--- src/hdl/radio_pwr_map.svh ---
// Purpose: Offsets, field positions, mode codes and counts of the radio power-mode control
// Assumes: AXI4-Lite slave with 32-bit data, one aligned word per register
// Notes:   Operation summary below, one line per item
//
// Operation
// RULE1 - Code 1000 runs only the synthesizer on receive frequency, radio chains off
// RULE2 - Code 1001 runs synthesizer and receiver chain
// RULE3 - Code 1011 is power-down plus the 640 Hz low-power oscillator
// RULE4 - Code 1100 runs only the synthesizer on transmit frequency, radio chains off
// RULE5 - Code 1101 runs synthesizer and transmitter
// RULE6 - Controller enters full transmit only after synthesizer settles in synth-transmit
// RULE7 - Transmit session: power-down, standby, full transmit, power-down
// RULE8 - Controller waits crystal settling, typically 3 ms, after standby
// RULE9 - Receive session: power-down, standby, full receive, power-down
// RULE10 - Writing a mode sequences the regulators automatically
// RULE11 - Readable status bit shows regulated supplies ready
// RULE12 - Readable status bit shows I/O supply below 1.3 V brown-out
// RULE13 - Power-down: core supplies off, registers kept, FIFO blocked and discarded
// RULE14 - Deep-sleep: all supplies and functions off, all register values lost
// RULE15 - Code 0000 is power-down, entered only once the FIFO is empty
// RULE16 - Code 0101 is standby: crystal and reference on, FIFO inaccessible
// RULE17 - Code 0110 is FIFO mode: reference on, FIFO accessible and kept
// RULE18 - Controller leaves deep-sleep by select low, then polls ready high
// RULE19 - Unassigned mode codes are reserved and never taken
`ifndef RADIO_PWR_MAP_SVH
`define RADIO_PWR_MAP_SVH

// ---------------------------------------------------------------
// Register offsets
// ---------------------------------------------------------------
`define RPM_OFS_MODE      12'h000
`define RPM_OFS_STATUS    12'h004
`define RPM_OFS_IRQ_STAT  12'h008
`define RPM_OFS_IRQ_MASK  12'h00c

// ---------------------------------------------------------------
// Mode codes
// ---------------------------------------------------------------
`define RPM_MODE_OFF      4'h0
`define RPM_MODE_DEEP     4'h1
`define RPM_MODE_STANDBY  4'h5
`define RPM_MODE_FIFO     4'h6
`define RPM_MODE_SYNTH_RX 4'h8
`define RPM_MODE_FULL_RX  4'h9
`define RPM_MODE_WOR      4'hb
`define RPM_MODE_SYNTH_TX 4'hc
`define RPM_MODE_FULL_TX  4'hd
`define RPM_MODE_RESET    4'h0

// ---------------------------------------------------------------
// Field positions
// ---------------------------------------------------------------
`define RPM_ST_REG_OK     0
`define RPM_ST_BROWNOUT   1
`define RPM_ST_MODE_LSB   4
`define RPM_ST_BUSY       8
`define RPM_ST_DEEP       9
`define RPM_IRQ_REG_OK    0
`define RPM_IRQ_BROWNOUT  1
`define RPM_IRQ_APPLIED   2
`define RPM_IRQ_RESERVED  3

// ---------------------------------------------------------------
// Timing
// ---------------------------------------------------------------
`define RPM_LPO_HZ           640
`define RPM_WAKE_INIT_CYCLES 16'h0010

`endif

--- src/hdl/radio_pwr_pkg.sv ---
// Purpose: Types of the radio power-mode control
// Assumes: Constants live in radio_pwr_map.svh
// Notes:   One packed struct holds all state of each module
package radio_pwr_pkg;

  typedef enum logic [1:0] {st_settled, st_sequence, st_deep, st_wake} ctrl_state_e;

  typedef struct packed {
    logic core;
    logic xtal;
    logic refr;
    logic synth;
    logic synth_tx;
    logic rx;
    logic tx;
    logic lpo;
    logic fifo;
  } domain_s;

  typedef struct packed {
    ctrl_state_e st;
    logic [3:0]  mode_req;
    logic [3:0]  mode_cur;
    domain_s     dom;
    logic        vreg_en;
    logic        fifo_flush;
    logic        ready_out;
    logic        ok_q;
    logic        bo_q;
    logic        wake_q;
    logic [15:0] init_cnt;
    logic [3:0]  irq_stat;
    logic [3:0]  irq_mask;
    logic        irq;
    logic        aw_held;
    logic [11:0] aw_addr;
    logic        w_held;
    logic [31:0] w_data;
    logic [3:0]  w_strb;
    logic        awready;
    logic        wready;
    logic        bvalid;
    logic [1:0]  bresp;
    logic        arready;
    logic        rvalid;
    logic [31:0] rdata;
  } ctrl_s;

  typedef struct packed {
    logic [2:0] ff;
    logic       q;
  } sync_s;

endpackage : radio_pwr_pkg

--- src/hdl/pin_sync3.sv ---
// Purpose: Three-stage synchroniser with agreement filter for a pin input
// Assumes: Pin is asynchronous to sys_clk
// Notes:   Output moves only when stages two and three agree
`timescale 1ns/1ps
module pin_sync3
  import radio_pwr_pkg::*;
(
  input  wire logic sys_clk,
  input  wire logic reset,
  input  wire logic pin_in,
  output wire logic level_out
);

  sync_s s_reg;
  sync_s s_next;

  always_comb begin
    s_next    = s_reg;
    s_next.ff = {s_reg.ff[1:0], pin_in};
    // First stage feeds only the second; filter looks at stages two and three
    if (s_reg.ff[1] == s_reg.ff[2]) begin
      s_next.q = s_reg.ff[2];
    end
  end

  always_ff @(posedge sys_clk) begin
    if (reset) begin
      s_reg <= '0;
    end else begin
      s_reg <= s_next;
    end
  end

  assign level_out = s_reg.q;

endmodule : pin_sync3

--- src/hdl/radio_power_mode_control.sv ---
// Purpose: Transceiver power-mode control with regulator sequencing over AXI4-Lite
// Assumes: Pins vreg_ok_pin, vio_low_pin, select_low_pin are asynchronous
// Notes:   fifo_empty comes from logic on sys_clk
`timescale 1ns/1ps
`include "radio_pwr_map.svh"
module radio_power_mode_control
  import radio_pwr_pkg::*;
#(
  parameter logic [15:0] WAKE_INIT_CYCLES = `RPM_WAKE_INIT_CYCLES
)(
  input  wire logic        sys_clk,
  input  wire logic        reset,
  input  wire logic [11:0] s_axi_awaddr,
  input  wire logic        s_axi_awvalid,
  output wire logic        s_axi_awready,
  input  wire logic [31:0] s_axi_wdata,
  input  wire logic [3:0]  s_axi_wstrb,
  input  wire logic        s_axi_wvalid,
  output wire logic        s_axi_wready,
  output wire logic [1:0]  s_axi_bresp,
  output wire logic        s_axi_bvalid,
  input  wire logic        s_axi_bready,
  input  wire logic [11:0] s_axi_araddr,
  input  wire logic        s_axi_arvalid,
  output wire logic        s_axi_arready,
  output wire logic [31:0] s_axi_rdata,
  output wire logic [1:0]  s_axi_rresp,
  output wire logic        s_axi_rvalid,
  input  wire logic        s_axi_rready,
  input  wire logic        vreg_ok_pin,
  input  wire logic        vio_low_pin,
  input  wire logic        select_low_pin,
  input  wire logic        fifo_empty,
  output wire logic        vreg_en,
  output wire logic        core_supply_en,
  output wire logic        xtal_en,
  output wire logic        reference_en,
  output wire logic        synth_en,
  output wire logic        synth_tx_freq,
  output wire logic        rx_chain_en,
  output wire logic        tx_chain_en,
  output wire logic        lpo_en,
  output wire logic        fifo_access_en,
  output wire logic        fifo_flush,
  output wire logic        ready_out,
  output wire logic        irq
);

  // ---------------------------------------------------------------
  // Decode helpers
  // ---------------------------------------------------------------
  function automatic domain_s mode_dom(input logic [3:0] code);
    domain_s d;
    d = '0;
    case (code)
      // RULE16 standby domains
      `RPM_MODE_STANDBY: begin
        d.core = 1'b1;
        d.xtal = 1'b1;
        d.refr = 1'b1;
      end
      // RULE17 FIFO mode domains
      `RPM_MODE_FIFO: begin
        d.core = 1'b1;
        d.refr = 1'b1;
        d.fifo = 1'b1;
      end
      `RPM_MODE_SYNTH_RX, `RPM_MODE_FULL_RX: begin
        d.core  = 1'b1;
        d.xtal  = 1'b1;
        d.refr  = 1'b1;
        d.synth = 1'b1;
        d.rx    = (code == `RPM_MODE_FULL_RX);
        d.fifo  = (code == `RPM_MODE_FULL_RX);
      end
      `RPM_MODE_SYNTH_TX, `RPM_MODE_FULL_TX: begin
        d.core     = 1'b1;
        d.xtal     = 1'b1;
        d.refr     = 1'b1;
        d.synth    = 1'b1;
        d.synth_tx = 1'b1;
        d.tx       = (code == `RPM_MODE_FULL_TX);
        d.fifo     = (code == `RPM_MODE_FULL_TX);
      end
      `RPM_MODE_WOR: begin
        d.lpo = 1'b1;
      end
      default: begin
        d = '0;
      end
    endcase
    return d;
  endfunction : mode_dom

  function automatic logic mode_legal(input logic [3:0] code);
    case (code)
      `RPM_MODE_OFF, `RPM_MODE_DEEP, `RPM_MODE_STANDBY, `RPM_MODE_FIFO,
      `RPM_MODE_SYNTH_RX, `RPM_MODE_FULL_RX, `RPM_MODE_WOR,
      `RPM_MODE_SYNTH_TX, `RPM_MODE_FULL_TX: return 1'b1;
      default: return 1'b0;
    endcase
  endfunction : mode_legal

  // Power-down, standby and wake-on-radio lose the FIFO: wait for it to drain, then flush
  function automatic logic mode_drops_fifo(input logic [3:0] code);
    return (code == `RPM_MODE_OFF) || (code == `RPM_MODE_STANDBY) ||
           (code == `RPM_MODE_WOR);
  endfunction : mode_drops_fifo

  // ---------------------------------------------------------------
  // Pin synchronisers
  // ---------------------------------------------------------------
  logic [2:0] pins_raw;
  logic [2:0] pins_sync;
  logic       regs_ok;
  logic       vio_low;
  logic       wake_req;

  assign pins_raw = {select_low_pin, vio_low_pin, vreg_ok_pin};

  genvar gi;
  generate
    for (gi = 0; gi < 3; gi++) begin : g_sync
      pin_sync3 u_sync (
        .sys_clk   (sys_clk),
        .reset     (reset),
        .pin_in    (pins_raw[gi]),
        .level_out (pins_sync[gi])
      );
    end
  endgenerate

  assign regs_ok  = pins_sync[0];
  assign vio_low  = pins_sync[1];
  assign wake_req = ~pins_sync[2];

  // ---------------------------------------------------------------
  // State update
  // ---------------------------------------------------------------
  ctrl_s s_reg;
  ctrl_s s_next;

  always_comb begin
    logic [3:0] irq_set;
    logic [3:0] irq_clr;
    logic [3:0] tgt;
    domain_s    d;
    irq_set = '0;
    irq_clr = '0;
    tgt     = s_reg.mode_req;
    d       = mode_dom(s_reg.mode_req);
    s_next  = s_reg;
    s_next.fifo_flush = 1'b0;
    s_next.ok_q       = regs_ok;
    s_next.bo_q       = vio_low;
    s_next.wake_q     = wake_req;
    if (regs_ok && !s_reg.ok_q) begin
      irq_set[`RPM_IRQ_REG_OK] = 1'b1;
    end
    if (vio_low && !s_reg.bo_q) begin
      irq_set[`RPM_IRQ_BROWNOUT] = 1'b1;
    end

    // Bus write channels, taken in either order
    if (s_reg.bvalid && s_axi_bready) begin
      s_next.bvalid = 1'b0;
    end
    if (s_axi_awvalid && s_reg.awready) begin
      s_next.aw_held = 1'b1;
      s_next.aw_addr = s_axi_awaddr;
    end
    if (s_axi_wvalid && s_reg.wready) begin
      s_next.w_held = 1'b1;
      s_next.w_data = s_axi_wdata;
      s_next.w_strb = s_axi_wstrb;
    end
    if (s_reg.aw_held && s_reg.w_held && !s_reg.bvalid) begin
      s_next.aw_held = 1'b0;
      s_next.w_held  = 1'b0;
      s_next.bvalid  = 1'b1;
      s_next.bresp   = 2'h0;
      case (s_reg.aw_addr)
        `RPM_OFS_MODE: begin
          // Deep-sleeping transceiver ignores mode writes until wake-up completes
          if (s_reg.w_strb[0] && s_reg.st != st_deep && s_reg.st != st_wake) begin
            // RULE19 reserved code refused
            if (mode_legal(s_reg.w_data[3:0])) begin
              s_next.mode_req = s_reg.w_data[3:0];
              s_next.st       = st_sequence;
            end else begin
              irq_set[`RPM_IRQ_RESERVED] = 1'b1;
            end
          end
        end
        `RPM_OFS_STATUS: begin
          s_next.bresp = 2'h0;
        end
        `RPM_OFS_IRQ_STAT: begin
          if (s_reg.w_strb[0]) begin
            irq_clr = s_reg.w_data[3:0];
          end
        end
        `RPM_OFS_IRQ_MASK: begin
          if (s_reg.w_strb[0]) begin
            s_next.irq_mask = s_reg.w_data[3:0];
          end
        end
        default: begin
          s_next.bresp = 2'h2;
        end
      endcase
    end

    // Bus read channel
    if (s_reg.rvalid && s_axi_rready) begin
      s_next.rvalid = 1'b0;
    end
    if (s_axi_arvalid && s_reg.arready) begin
      s_next.rvalid = 1'b1;
      s_next.rdata  = '0;
      case (s_axi_araddr)
        `RPM_OFS_MODE: begin
          s_next.rdata[3:0] = s_reg.mode_req;
        end
        `RPM_OFS_STATUS: begin
          // RULE11 regulators ready bit
          s_next.rdata[`RPM_ST_REG_OK] = regs_ok;
          // RULE12 brown-out bit
          s_next.rdata[`RPM_ST_BROWNOUT] = vio_low;
          s_next.rdata[`RPM_ST_MODE_LSB +: 4] = s_reg.mode_cur;
          s_next.rdata[`RPM_ST_BUSY] = (s_reg.st == st_sequence) || (s_reg.st == st_wake);
          s_next.rdata[`RPM_ST_DEEP] = (s_reg.st == st_deep);
        end
        `RPM_OFS_IRQ_STAT: begin
          s_next.rdata[3:0] = s_reg.irq_stat;
        end
        `RPM_OFS_IRQ_MASK: begin
          s_next.rdata[3:0] = s_reg.irq_mask;
        end
        default: begin
          s_next.rdata = '0;
        end
      endcase
    end

    // Set wins over a same-cycle clear
    s_next.irq_stat = (s_reg.irq_stat & ~irq_clr) | irq_set;

    // Mode sequencer
    case (s_reg.st)
      st_settled: begin
        s_next.vreg_en = s_reg.dom.core;
      end
      st_sequence: begin
        if (tgt == `RPM_MODE_DEEP) begin
          // RULE14 everything off, state lost
          s_next.st       = st_deep;
          s_next.dom      = '0;
          s_next.vreg_en  = 1'b0;
          s_next.mode_cur = `RPM_MODE_DEEP;
          s_next.irq_stat = '0;
          s_next.irq_mask = '0;
          s_next.fifo_flush = 1'b1;
        end else if (mode_drops_fifo(tgt) && !fifo_empty) begin
          // RULE15 hold until FIFO drained
          s_next.st = st_sequence;
        end else if (d.core && (!regs_ok || !s_reg.vreg_en)) begin
          // RULE10 raise regulators before applying
          s_next.vreg_en = 1'b1;
        end else begin
          // RULE1 RULE2 RULE3 RULE4 RULE5 domain enables
          s_next.dom      = d;
          s_next.mode_cur = tgt;
          s_next.vreg_en  = d.core;
          s_next.st       = st_settled;
          // RULE13 discard FIFO on entering power-down, standby or wake-on-radio
          s_next.fifo_flush = mode_drops_fifo(tgt);
          s_next.irq_stat[`RPM_IRQ_APPLIED] = 1'b1;
        end
      end
      st_deep: begin
        if (wake_req && !s_reg.wake_q) begin
          s_next.st       = st_wake;
          s_next.init_cnt = '0;
        end
      end
      st_wake: begin
        s_next.init_cnt = s_reg.init_cnt + 16'h0001;
        if (s_reg.init_cnt == WAKE_INIT_CYCLES - 16'h0001) begin
          s_next.st       = st_settled;
          // Power-down after wake: FIFO content is gone
          s_next.fifo_flush = 1'b1;
          s_next.mode_req = `RPM_MODE_RESET;
          s_next.mode_cur = `RPM_MODE_RESET;
        end
      end
      default: begin
        s_next.st = st_settled;
      end
    endcase

    s_next.awready   = !s_next.aw_held;
    s_next.wready    = !s_next.w_held;
    s_next.arready   = !s_next.rvalid;
    s_next.ready_out = (s_next.st != st_deep) && (s_next.st != st_wake);
    s_next.irq       = |(s_next.irq_stat & s_next.irq_mask);
  end

  always_ff @(posedge sys_clk) begin
    if (reset) begin
      s_reg <= '0;
    end else begin
      s_reg <= s_next;
    end
  end

  // ---------------------------------------------------------------
  // Outputs
  // ---------------------------------------------------------------
  assign s_axi_awready  = s_reg.awready;
  assign s_axi_wready   = s_reg.wready;
  assign s_axi_bvalid   = s_reg.bvalid;
  assign s_axi_bresp    = s_reg.bresp;
  assign s_axi_arready  = s_reg.arready;
  assign s_axi_rvalid   = s_reg.rvalid;
  assign s_axi_rdata    = s_reg.rdata;
  assign s_axi_rresp    = 2'h0;
  assign vreg_en        = s_reg.vreg_en;
  assign core_supply_en = s_reg.dom.core;
  assign xtal_en        = s_reg.dom.xtal;
  assign reference_en   = s_reg.dom.refr;
  assign synth_en       = s_reg.dom.synth;
  assign synth_tx_freq  = s_reg.dom.synth_tx;
  assign rx_chain_en    = s_reg.dom.rx;
  assign tx_chain_en    = s_reg.dom.tx;
  assign lpo_en         = s_reg.dom.lpo;
  assign fifo_access_en = s_reg.dom.fifo;
  assign fifo_flush     = s_reg.fifo_flush;
  assign ready_out      = s_reg.ready_out;
  assign irq            = s_reg.irq;

  // ---------------------------------------------------------------
  // Assertions
  // ---------------------------------------------------------------
  a_synth_rx_only: assert property (@(posedge sys_clk) disable iff (reset) // RULE1
    (s_reg.mode_cur == `RPM_MODE_SYNTH_RX && s_reg.st != st_deep)
      |-> (s_reg.dom.synth && !s_reg.dom.synth_tx && !s_reg.dom.rx && !s_reg.dom.tx))
    else $error("synth receive mode drives wrong domains");

  a_full_rx_on: assert property (@(posedge sys_clk) disable iff (reset) // RULE2
    $changed(s_reg.mode_cur) && s_reg.mode_cur == `RPM_MODE_FULL_RX
      |-> s_reg.dom.synth && s_reg.dom.rx && !s_reg.dom.tx)
    else $error("full receive mode without synth and receiver");

  a_wor_lpo_only: assert property (@(posedge sys_clk) disable iff (reset) // RULE3
    s_reg.mode_cur == `RPM_MODE_WOR && s_reg.st == st_settled
      |-> s_reg.dom.lpo && !s_reg.dom.core && !s_reg.dom.fifo)
    else $error("wake-on-radio mode not power-down plus oscillator");

  a_synth_tx_only: assert property (@(posedge sys_clk) disable iff (reset) // RULE4
    s_reg.mode_cur == `RPM_MODE_SYNTH_TX && s_reg.st != st_deep
      |-> s_reg.dom.synth_tx && s_reg.dom.synth && !s_reg.dom.tx && !s_reg.dom.rx)
    else $error("synth transmit mode drives wrong domains");

  a_full_tx_on: assert property (@(posedge sys_clk) disable iff (reset) // RULE5
    $rose(s_reg.dom.tx) |-> s_reg.mode_cur == `RPM_MODE_FULL_TX && s_reg.dom.synth_tx)
    else $error("transmitter on outside full transmit mode");

  a_core_needs_reg: assert property (@(posedge sys_clk) disable iff (reset) // RULE10
    $rose(s_reg.dom.core) |-> $past(regs_ok) && $past(s_reg.vreg_en) && s_reg.vreg_en)
    else $error("core domain on before regulators ready");

  a_status_ready: assert property (@(posedge sys_clk) disable iff (reset) // RULE11
    s_axi_arvalid && s_reg.arready && s_axi_araddr == `RPM_OFS_STATUS
      |=> s_reg.rvalid && s_reg.rdata[`RPM_ST_REG_OK] == $past(regs_ok))
    else $error("status ready bit does not follow regulators");

  a_status_brown: assert property (@(posedge sys_clk) disable iff (reset) // RULE12
    s_axi_arvalid && s_reg.arready && s_axi_araddr == `RPM_OFS_STATUS
      |=> s_reg.rdata[`RPM_ST_BROWNOUT] == $past(vio_low))
    else $error("status brown-out bit does not follow supply");

  a_off_flushes: assert property (@(posedge sys_clk) disable iff (reset) // RULE13
    $changed(s_reg.mode_cur) && s_reg.mode_cur == `RPM_MODE_OFF
      |-> s_reg.fifo_flush && !s_reg.dom.fifo && !s_reg.dom.core ##1 !s_reg.fifo_flush)
    else $error("power-down entry without one-cycle FIFO flush");

  a_deep_all_off: assert property (@(posedge sys_clk) disable iff (reset) // RULE14
    s_reg.st == st_deep |-> s_reg.dom == '0 && !s_reg.vreg_en && s_reg.irq_mask == '0)
    else $error("deep sleep leaves something powered or kept");

  a_off_fifo_empty: assert property (@(posedge sys_clk) disable iff (reset) // RULE15
    $changed(s_reg.mode_cur) && mode_drops_fifo(s_reg.mode_cur) |-> $past(fifo_empty))
    else $error("FIFO-losing mode entered with FIFO not empty");

  a_standby_doms: assert property (@(posedge sys_clk) disable iff (reset) // RULE16
    s_reg.mode_cur == `RPM_MODE_STANDBY
      |-> s_reg.dom.xtal && s_reg.dom.refr && !s_reg.dom.fifo && !s_reg.dom.rx)
    else $error("standby domains wrong");

  a_fifo_mode: assert property (@(posedge sys_clk) disable iff (reset) // RULE17
    s_reg.mode_cur == `RPM_MODE_FIFO |-> s_reg.dom.refr && s_reg.dom.fifo && !s_reg.fifo_flush)
    else $error("FIFO mode blocks or flushes FIFO");

  a_reserved_kept: assert property (@(posedge sys_clk) disable iff (reset) // RULE19
    s_reg.aw_held && s_reg.w_held && !s_reg.bvalid && s_reg.aw_addr == `RPM_OFS_MODE
      && !mode_legal(s_reg.w_data[3:0])
      |=> s_reg.mode_req == $past(s_reg.mode_req))
    else $error("reserved mode code accepted");

endmodule : radio_power_mode_control

--- config.mk ---
export PLATFORM = sky130hd
export DESIGN_NAME = radio_power_mode_control
export DESIGN_NICKNAME = d
export VERILOG_FILES = /design/src/hdl/radio_pwr_pkg.sv /design/src/hdl/pin_sync3.sv /design/src/hdl/radio_power_mode_control.sv
export VERILOG_INCLUDE_DIRS = /design/src /design/src/hdl
export SDC_FILE = /design/constraint.sdc
export NUM_CORES = 1
export LEC_CHECK = 0
export BUFFER_PORTS_ARGS = -buffer_cell sky130_fd_sc_hd__buf_2
export CORE_ASPECT_RATIO = 1.5
export CORE_UTILIZATION = 30
export DETAILED_ROUTE_END_ITERATION = 10
export PLACE_DENSITY = 0.49
export SLEW_MARGIN = 10
export SYNTH_ARGS = -nofsm -noshare
export SYNTH_HDL_FRONTEND = slang
export SYNTH_SLANG_ARGS = --single-unit
--- constraint.sdc ---
create_clock -name sys_clk -period 2.31 [get_ports sys_clk]
set_clock_uncertainty 0.1 [all_clocks]
set_input_delay 0.1155 -clock sys_clk [delete_from_list [all_inputs] [get_ports sys_clk]]
set_output_delay 0.1155 -clock sys_clk [all_outputs]
set_load 0.05 [all_outputs]
==> flow_summary.yaml, run 1 <==
timing:
  rsz0062_at_grt: "no"
  final.min_clock_period_ns: 2.15
  tns_ns: 0
  hold_violations: 0
  fin_crit_sh: 0.933
  slew_viol_final: 0
  finalSetupViolCount: 0
  worst_slack_ns: 0.156
  fmax_mhz: 464
place:
  place_congestion: 0.816
  portBuffers: 68
  post-place-ws_ns: 0.162
  place_inst: 761
  dp_hpwl_um: 7940
floorplan:
  initial_core_util: 0.306
  die_h_um: 151
  dieArea_um2: 15300
  die_x_um: 101
  top_level_ports: 125
  rows: 54
  coreArea_um2: 14500
cells_and_area:
  layout.nets: 670
  num_antenna_cells: 0
  drive_above_1_share: 0.208
  largest_reg_flops: 56
  stdcell_count: 798
  areaGrowthSynthToFinish_pct: 22.8
  layout_common_cells: "dfxtp_1, nand2_1, buf_2"
  final_common_cell: "dfxtp_1"
clocking:
  clkLatencyLatePin_ns: 0.35
  cts_hold_buffers: 21
  cts-resized-gates: 0
  h-tree-depth: 3
  root_buffer: "clkbuf_16"
  post_cts_buffers: 0
  clkTransAtPathRegs_ns: 0.07
  cts_buffer_depth: 2
  tritoncts: "yes"
  clock-sinks: 97
  cts_buffers: 9
critical_path:
  end_kind: "flip-flop"
  reg2regPathDepth: 5
  crit_chain: "nor3b_1 > a211oi_1 > o21ai_2 > a211oi_1 > or4_1"
  cp_num_cells: 5
  cp-start-kind: "flip-flop"
  crit_top_cell: "a211oi_1"
  cp.arrival_ns: 2.27
  max_stage_delay_ns: 0.55
  required_ns: 2.43
  critical_path.max_fanout: 11
  critical_path_buf_inv_count: 0
  critPathTopFamily: "simple AND/OR/NAND/NOR gates"
  cp_slowest_cell: "dfxtp_1"
  crit_type: "flip-flop to flip-flop"
worst_hold_path:
  hold_path.class: "primary input to flip-flop"
  hold_depth: 3
synthesis:
  netlist_instances: 513
  syn_avg_cell_area_um2: 8.67
  synth_top_area_cell: "dfxtp_1"
  netlist_area_um2: 4450
  synthFlopType: "dfxtp_1"
  yosys_register_bits: 97
  synthArstFlopShare: 0
  ys_types: 60
  synth-seq-area-share: 0.437
  netlist.area_leader.share: 0.437
  yosys-top-cells-area: "dfxtp_1, buf_4, nand2_1"
  synth_edf_count: 0
  synth_warnings: 0
job:
  cap_violations: 0
grt:
  grt_pass1_wl_um: 17100
  grt_max_degree: 29
  antenna_found_initial: 0
  grt_usage: 0.146
  globalRoute.totalOverflow: 0
  grt_pass1_vias: 3574
pwr:
  power.switching_fraction: 0.253
  p_seq_frac: 0.462
  p_int_uw: 2810
  switchingPower_uw: 949
  powerDensity_nw_per_um2: 688
  power.leakage_uw: 0.00230
  vdd_drop_max_mv: 0.314
  comb_power_share: 0.089
  pwr-share-clk: 0.449
routing:
  dr.pass1.iters: 4
  drcViolationCount: 0
  wire_per_inst_um: 13.3
  wl_um: 10600
  first_iter_violations: 94
  via_per_inst: 4.71
  postRouteAntennaNets: 0
  dr_total_vias: 3756
status:
  status: "finished, final reports clean"
## tightest hold or removal path: cells and delay by family
kind                   cells  cell delay, ns
buffers and inverters      1            0.10
and+or+nand+nor            1            0.07
AOI/OAI and AO/OA          1            0.10
## cells in the mapped netlist (all sizes together), types with 6 or more instances
cell type,number
nor2,53
nor3,7
and3,7
or3,6
o21ai,13
a22oi,8
inv,10
nand2b,8
nand2,69
nand3,9
nor2b,15
clkbuf,20
a31oi,9
nor4,7
dfxtp,97
mux2i,18
a211oi,6
buf,43
a21oi,43
nand4,6
## cell type report
cell class / count / area (um2)
repair buffers: 112 / 723
multi-input cells: 367 / 2180
clock inverters: 6 / 96.3
clock buffers: 10 / 239
inverters: 10 / 37.5
well taps: 196 / 245
fillers: 1514 / 9070
flip-flops and latches: 97 / 1940
## metrics by stage
stage / instance area (um2) / hold WS (ns) / util / power [uW]
final: 5460 / 0.0135 / 0.376 / 3760
after global placement: 4910 / 0.233 / 0.338 / 2080
after floorplan: 4540 / 0.122 / - / 2030
after global routing: 5460 / 0.0206 / 0.376 / 3920
after CTS: 5460 / 0.000401 / 0.376 / 3810
after detailed placement: 4910 / 0.245 / 0.338 / 2090
## power by group through the flow
stage	logic [uW]	clock network [uW]	registers [uW]
after floorplan	240	0	1790
after global placement	307	0	1770
after detailed placement	311	0	1780
after CTS	339	1730	1740
after global routing	367	1810	1740
final	335	1690	1740
## final timing paths
check                                             endpoint                       start  slack (ns)
worst max-delay path                                   irq                  s_reg[135]        0.16
worst min-delay path                             s_reg[45]              s_axi_wdata[2]        0.01
worst min register to register  g_sync[2].u_sync.s_next[3]  g_sync[2].u_sync.s_next[2]        0.34
worst max register to register                         irq                  s_reg[135]        0.16
## routing by layer
metal | vias up | wire (um) | GRT usage
li1 | 1904 | - | -
met1 | 1766 | 4370 | 0.156
met2 | 72 | 5690 | 0.270
met3 | 14 | 321 | 0.0314
met4 | 0 | 204 | 0.0659
met5 | - | 0 | 0
## cells by family after synthesis
kind of cell	count (synthesis)	synth area share
other cells	1	0.000843
flops	97	0.437
simple gates	210	0.247
compound gates	105	0.154
fa+ha+maj	2	0.00563
buf+inv	73	0.0940
xor+xnor	2	0.00394
mux	23	0.0582
Power figures use the tool's default switching activity.
==> run 2: changes to the inputs <==
CORE_UTILIZATION = 45   (was 30)
PLACE_DENSITY = 0.7   (was 0.49)
==> run 2 against run 1 <==
- total power decreased by 2.0%
- utilization increased by 18 points
- clock power decreased by 5%
- worst hold slack improved by 0.014 ns
==> flow_summary.yaml, run 2 (synthesis gave the netlist of run 1 again) <==
timing:
  final.min_clock_period_ns: 2.17
  fmax_mhz: 461
  tns_ns: 0
  rsz0062_at_grt: "no"
  slew_viol_final: 0
  finalSetupViolCount: 0
  fin_crit_sh: 0.939
  hold_violations: 0
routing:
  dr_total_vias: 3829
  wire_per_inst_um: 13.9
  postRouteAntennaNets: 0
  drcViolationCount: 0
  wl_um: 9910
  first_iter_violations: 224
  dr.pass1.iters: 4
  via_per_inst: 5.36
clocking:
  clkTransAtPathRegs_ns: 0.07
  cts_buffer_depth: 2
  root_buffer: "clkbuf_16"
  post_cts_buffers: 0
  clkLatencyLatePin_ns: 0.35
  tritoncts: "yes"
  cts_buffers: 9
  clock-sinks: 97
  h-tree-depth: 3
floorplan:
  rows: 44
  die_h_um: 124
  coreArea_um2: 9630
  top_level_ports: 125
  dieArea_um2: 10300
  initial_core_util: 0.462
  die_x_um: 83.2
critical_path:
  required_ns: 2.43
  crit_start: "s_reg[135]"
  r2r-start: "s_reg[135]"
  cp_slowest_cell: "or4_1"
  critical_path.max_fanout: 11
  crit_type: "flip-flop to flip-flop"
  crit_top_cell: "a211oi_1"
  cp-start-kind: "flip-flop"
  max_stage_delay_ns: 0.53
  end_kind: "flip-flop"
  crit_chain: "nor3b_1 > a211oi_1 > o21ai_2 > a211oi_1 > or4_1"
  cp.arrival_ns: 2.29
cells_and_area:
  drive_above_1_share: 0.199
  layout_common_cells: "dfxtp_1, nand2_1, buf_2"
  stdcell_count: 714
  areaGrowthSynthToFinish_pct: 19.9
  final_common_cell: "dfxtp_1"
  num_antenna_cells: 0
  layout.nets: 667
  largest_reg_flops: 56
worst_hold_path:
  hold_path.class: "primary input to flip-flop"
  min_from: "s_axi_wvalid"
pwr:
  powerDensity_nw_per_um2: 691
  power.leakage_uw: 0.00228
  vdd_drop_max_mv: 0.633
grt:
  antenna_found_initial: 0
  grt_max_degree: 45
  grt_pass1_vias: 3588
  globalRoute.totalOverflow: 0
  grt_usage: 0.198
  grt_pass1_wl_um: 16400
place:
  place_congestion: 0.894
  portBuffers: 68
  dp_hpwl_um: 7090
  place_inst: 675
status:
  status: "finished, final reports clean"
job:
  cap_violations: 0
## run 2: cell types whose count changed in the layout (fill, tap and decap cells not counted)
cell / previous run / this run
buf_4: 23 / 18
dfxtp_1: 97 / 96
clkbuf_1: 0 / 2
inv_6: 2 / 0
dfxtp_2: 0 / 1
dlygate4sd3_1: 21 / 23
clkinv_4: 0 / 1
inv_8: 1 / 0
## run 2: metal layers
layer | routed length [um] | vias to the layer above | global-route usage | share of wire
met4 | 191 | 0 | 0.0797 | 0.019
li1 | - | 1898 | - | -
met3 | 451 | 17 | 0.0517 | 0.045
met1 | 4030 | 1821 | 0.215 | 0.41
met2 | 5240 | 93 | 0.366 | 0.53
met5 | 0 | - | 0 | 0
## run 2: power breakdown
| group | switching [uW] | internal (uW) |
|---|---|---|
| Combinational | 228 | 105 |
| Clock | 633 | 981 |
| Sequential | 28.5 | 1710 |
| Total | 890 | 2790 |
## run 2: area by class of cell
cell class              count  area [um2]
clock buffers              12         246
clock inverters             4        76.3
fillers                   883        4300
inverters                  10        37.5
multi-input cells         367        2180
flip-flops and latches     97        1940
well taps                 115         144
repair buffers            109         706
## run 2: stage by stage
step / util / total power, uW / hold WS, ns / setup WS, ns / area (um2)
after floorplan: - / 2030 / 0.122 / 0.0831 / 4540
after global placement: 0.496 / 2070 / 0.227 / 0.209 / 4780
after detailed placement: 0.496 / 2080 / 0.235 / 0.148 / 4780
after CTS: 0.553 / 3710 / 0.00762 / 0.133 / 5330
after global routing: 0.553 / 3820 / 0.0463 / 0.0101 / 5330
final: 0.553 / 3680 / 0.0273 / 0.142 / 5330
## run 2: worst max-delay path: cells and delay by family (launching register included)
kind | cells | cell delay [ns]
DFF | 1 | 0.51
AOI/OAI and AO/OA | 3 | 0.61
and+or+nand+nor | 2 | 0.83
## run 2: final timing paths
kind	slack, ns	end	cells past startpoint
max	0.14	irq	5
min	0.03	s_reg[44]	3
max reg2reg	0.14	irq	5
min reg2reg	0.34	g_sync[0].u_sync.s_next[3]	1
## run 2: repair_timing
| item | 4_1_cts | 5_1_grt |
|---|---|---|
| endpoints found under the hold margin | 22 | 0 |
| hold buffers | 23 | 0 |
| gates resized for setup | 0 | 1 |
| setup endpoints to repair | 0 | 1 |
==> run 3: changes to the inputs <==
REMOVE_ABC_BUFFERS = 1   (was default)
==> run 3 against run 2 <==
- routed wire length shrank 3.5%
- clock power shrank 9%
- setup slack gained 0.050 ns
- cell count grew 0.14%
- sequential cell count is the same
- non-clock buffer count grew 1
- critical path type unchanged
- utilization shrank 0.21 points
- die area is the same
- first-iteration DRC count shrank 26%
- count of clock-buffer cells in the layout shrank 3
- via count shrank 1.1%
==> flow_summary.yaml, run 3 (synthesis gave the netlist of run 1 again) <==
status:
  status: "finished, final reports clean"
floorplan:
  rows: 44
  coreArea_um2: 9630
  die_h_um: 124
  initial_core_util: 0.462
  top_level_ports: 125
  die_x_um: 83.2
  dieArea_um2: 10300
critical_path:
  cp_slowest_cell: "dfxtp_1"
  cp.arrival_ns: 2.29
  cp-start-kind: "flip-flop"
  reg2regPathDepth: 7
  r2r-start: "s_reg[136]"
  max_stage_delay_ns: 0.40
  crit_top_cell: "buf_4"
  r2r_slack_ns: 0.19
  required_ns: 2.49
  critical_path_buf_inv_count: 2
  critPathTopFamily: "compound AO/OA/AOI/OAI gates"
  worstReg2RegEnd: "tx_chain_en"
  end_kind: "flip-flop"
  critical_path.max_fanout: 12
  crit_chain: "buf_4 > a21o_1 > a221oi_2 > o21ai_2 > buf_4 > or3_1 > a21oi_1"
  crit_type: "flip-flop to flip-flop"
cells_and_area:
  fillers: 846
  finalInstanceArea_um2: 5310
  multiInputGateArea_um2: 2180
  num_antenna_cells: 0
  areaGrowthSynthToFinish_pct: 19.4
  layout.nets: 668
  final_common_cell: "dfxtp_1"
  layout_common_cells: "dfxtp_1, nand2_1, buf_2"
  stdcell_count: 715
  drive_above_1_share: 0.203
  seq_area_um2: 1940
  largest_reg_flops: 56
place:
  portBuffers: 68
  place_congestion: 0.859
  post_dp_cell_area_um2: 4790
  place_inst: 677
  dp_hpwl_um: 6940
pwr:
  vdd_drop_max_mv: 0.504
  power.leakage_uw: 0.00228
  powerDensity_nw_per_um2: 664
routing:
  dr.pass1.iters: 4
  dr_total_vias: 3785
  first_iter_violations: 166
  postRouteAntennaNets: 0
  drcViolationCount: 0
  via_per_inst: 5.29
  wl_um: 9570
  wire_per_inst_um: 13.4
clocking:
  h-tree-depth: 3
  cts_hold_buffers: 22
  clock-sinks: 97
  cts-resized-gates: 0
  cts_buffer_depth: 2
  cts_buffers: 9
  clkTransAtPathRegs_ns: 0.07
  tritoncts: "yes"
  post_cts_buffers: 0
  clkLatencyLatePin_ns: 0.35
  root_buffer: "clkbuf_16"
grt:
  grt_pass1_wl_um: 16000
  grt_max_degree: 53
  grt_pass1_vias: 3570
  antenna_found_initial: 0
  globalRoute.totalOverflow: 0
  grt_usage: 0.194
job:
  cap_violations: 0
timing:
  rsz0062_at_grt: "no"
  tns_ns: 0
  slew_viol_final: 0
  fin_crit_sh: 0.917
  finalSetupViolCount: 0
  max_slew.worst_pin.slew_ns: 0.539
  hold_violations: 0
  final.min_clock_period_ns: 2.12
  slew_headroom: 0.638
  fmax_mhz: 472
worst_hold_path:
  hold_path.class: "primary input to flip-flop"
  hold_end: "s_reg[45]"
  hold_depth: 3
  min_from: "s_axi_wdata[2]"
[run 3: cell types whose count changed in the layout (fill, tap and decap cells not counted), sizes merged]
cell	before	now
buf	86	88
bufinv	2	0
clkbuf	12	9
clkinv	1	4
clkinvlp	1	0
dlygate4sd3	23	22
inv	10	13
[run 3: final cells by class]
type	count	area share
sequential	97	0.366
timing repair buffer	110	0.134
clock inverter	7	0.0139
clock buffer	9	0.0424
inverter	10	0.00707
tap	115	0.0271
multi-input combinational	367	0.410
[run 3: per-layer routing]
metal  GRT usage  vias up  share of wire  wire length, um
met5           0        -              0                0
met4      0.0981        0          0.022              210
met3      0.0384       16          0.031              296
met2       0.366       69           0.54             5170
met1       0.204     1790           0.41             3890
li1            -     1910              -                -
[run 3: report_power, final]
part | total (uW) | internal [uW] | switching, uW
clock network | 1460 | 764 | 696
registers | 1740 | 1710 | 28.4
logic | 329 | 104 | 225
[run 3: worst max path at each step]
stage                          start  cells after the start           to  slack (ns)
after floorplan           s_reg[135]                      5          irq        0.03
after global placement     s_reg[84]                      5          irq        0.25
after detailed placement  s_reg[136]                      7  rx_chain_en        0.22
after CTS                 s_reg[136]                      7  rx_chain_en        0.20
after global routing      s_reg[135]                      7  tx_chain_en        0.02
final                     s_reg[136]                      7  tx_chain_en        0.19
[run 3: stage by stage]
stage / worst slack (ns) / hold slack (ns) / util / power [uW]
floorplan: 0.0330 / 0.0822 / - / 1980
global placement: 0.245 / 0.227 / 0.497 / 2070
detailed placement: 0.224 / 0.229 / 0.497 / 2080
CTS: 0.204 / 0.00558 / 0.551 / 3560
global route: 0.0229 / 0.0316 / 0.551 / 3660
finish: 0.191 / 0.0217 / 0.551 / 3520
[run 3: worst reg2reg max path: cells and delay by family (launching register included)]
family / cells / cell delay [ns]
simple gates: 1 / 0.35
compound gates: 4 / 0.82
buf+inv: 2 / 0.39
flops: 1 / 0.40
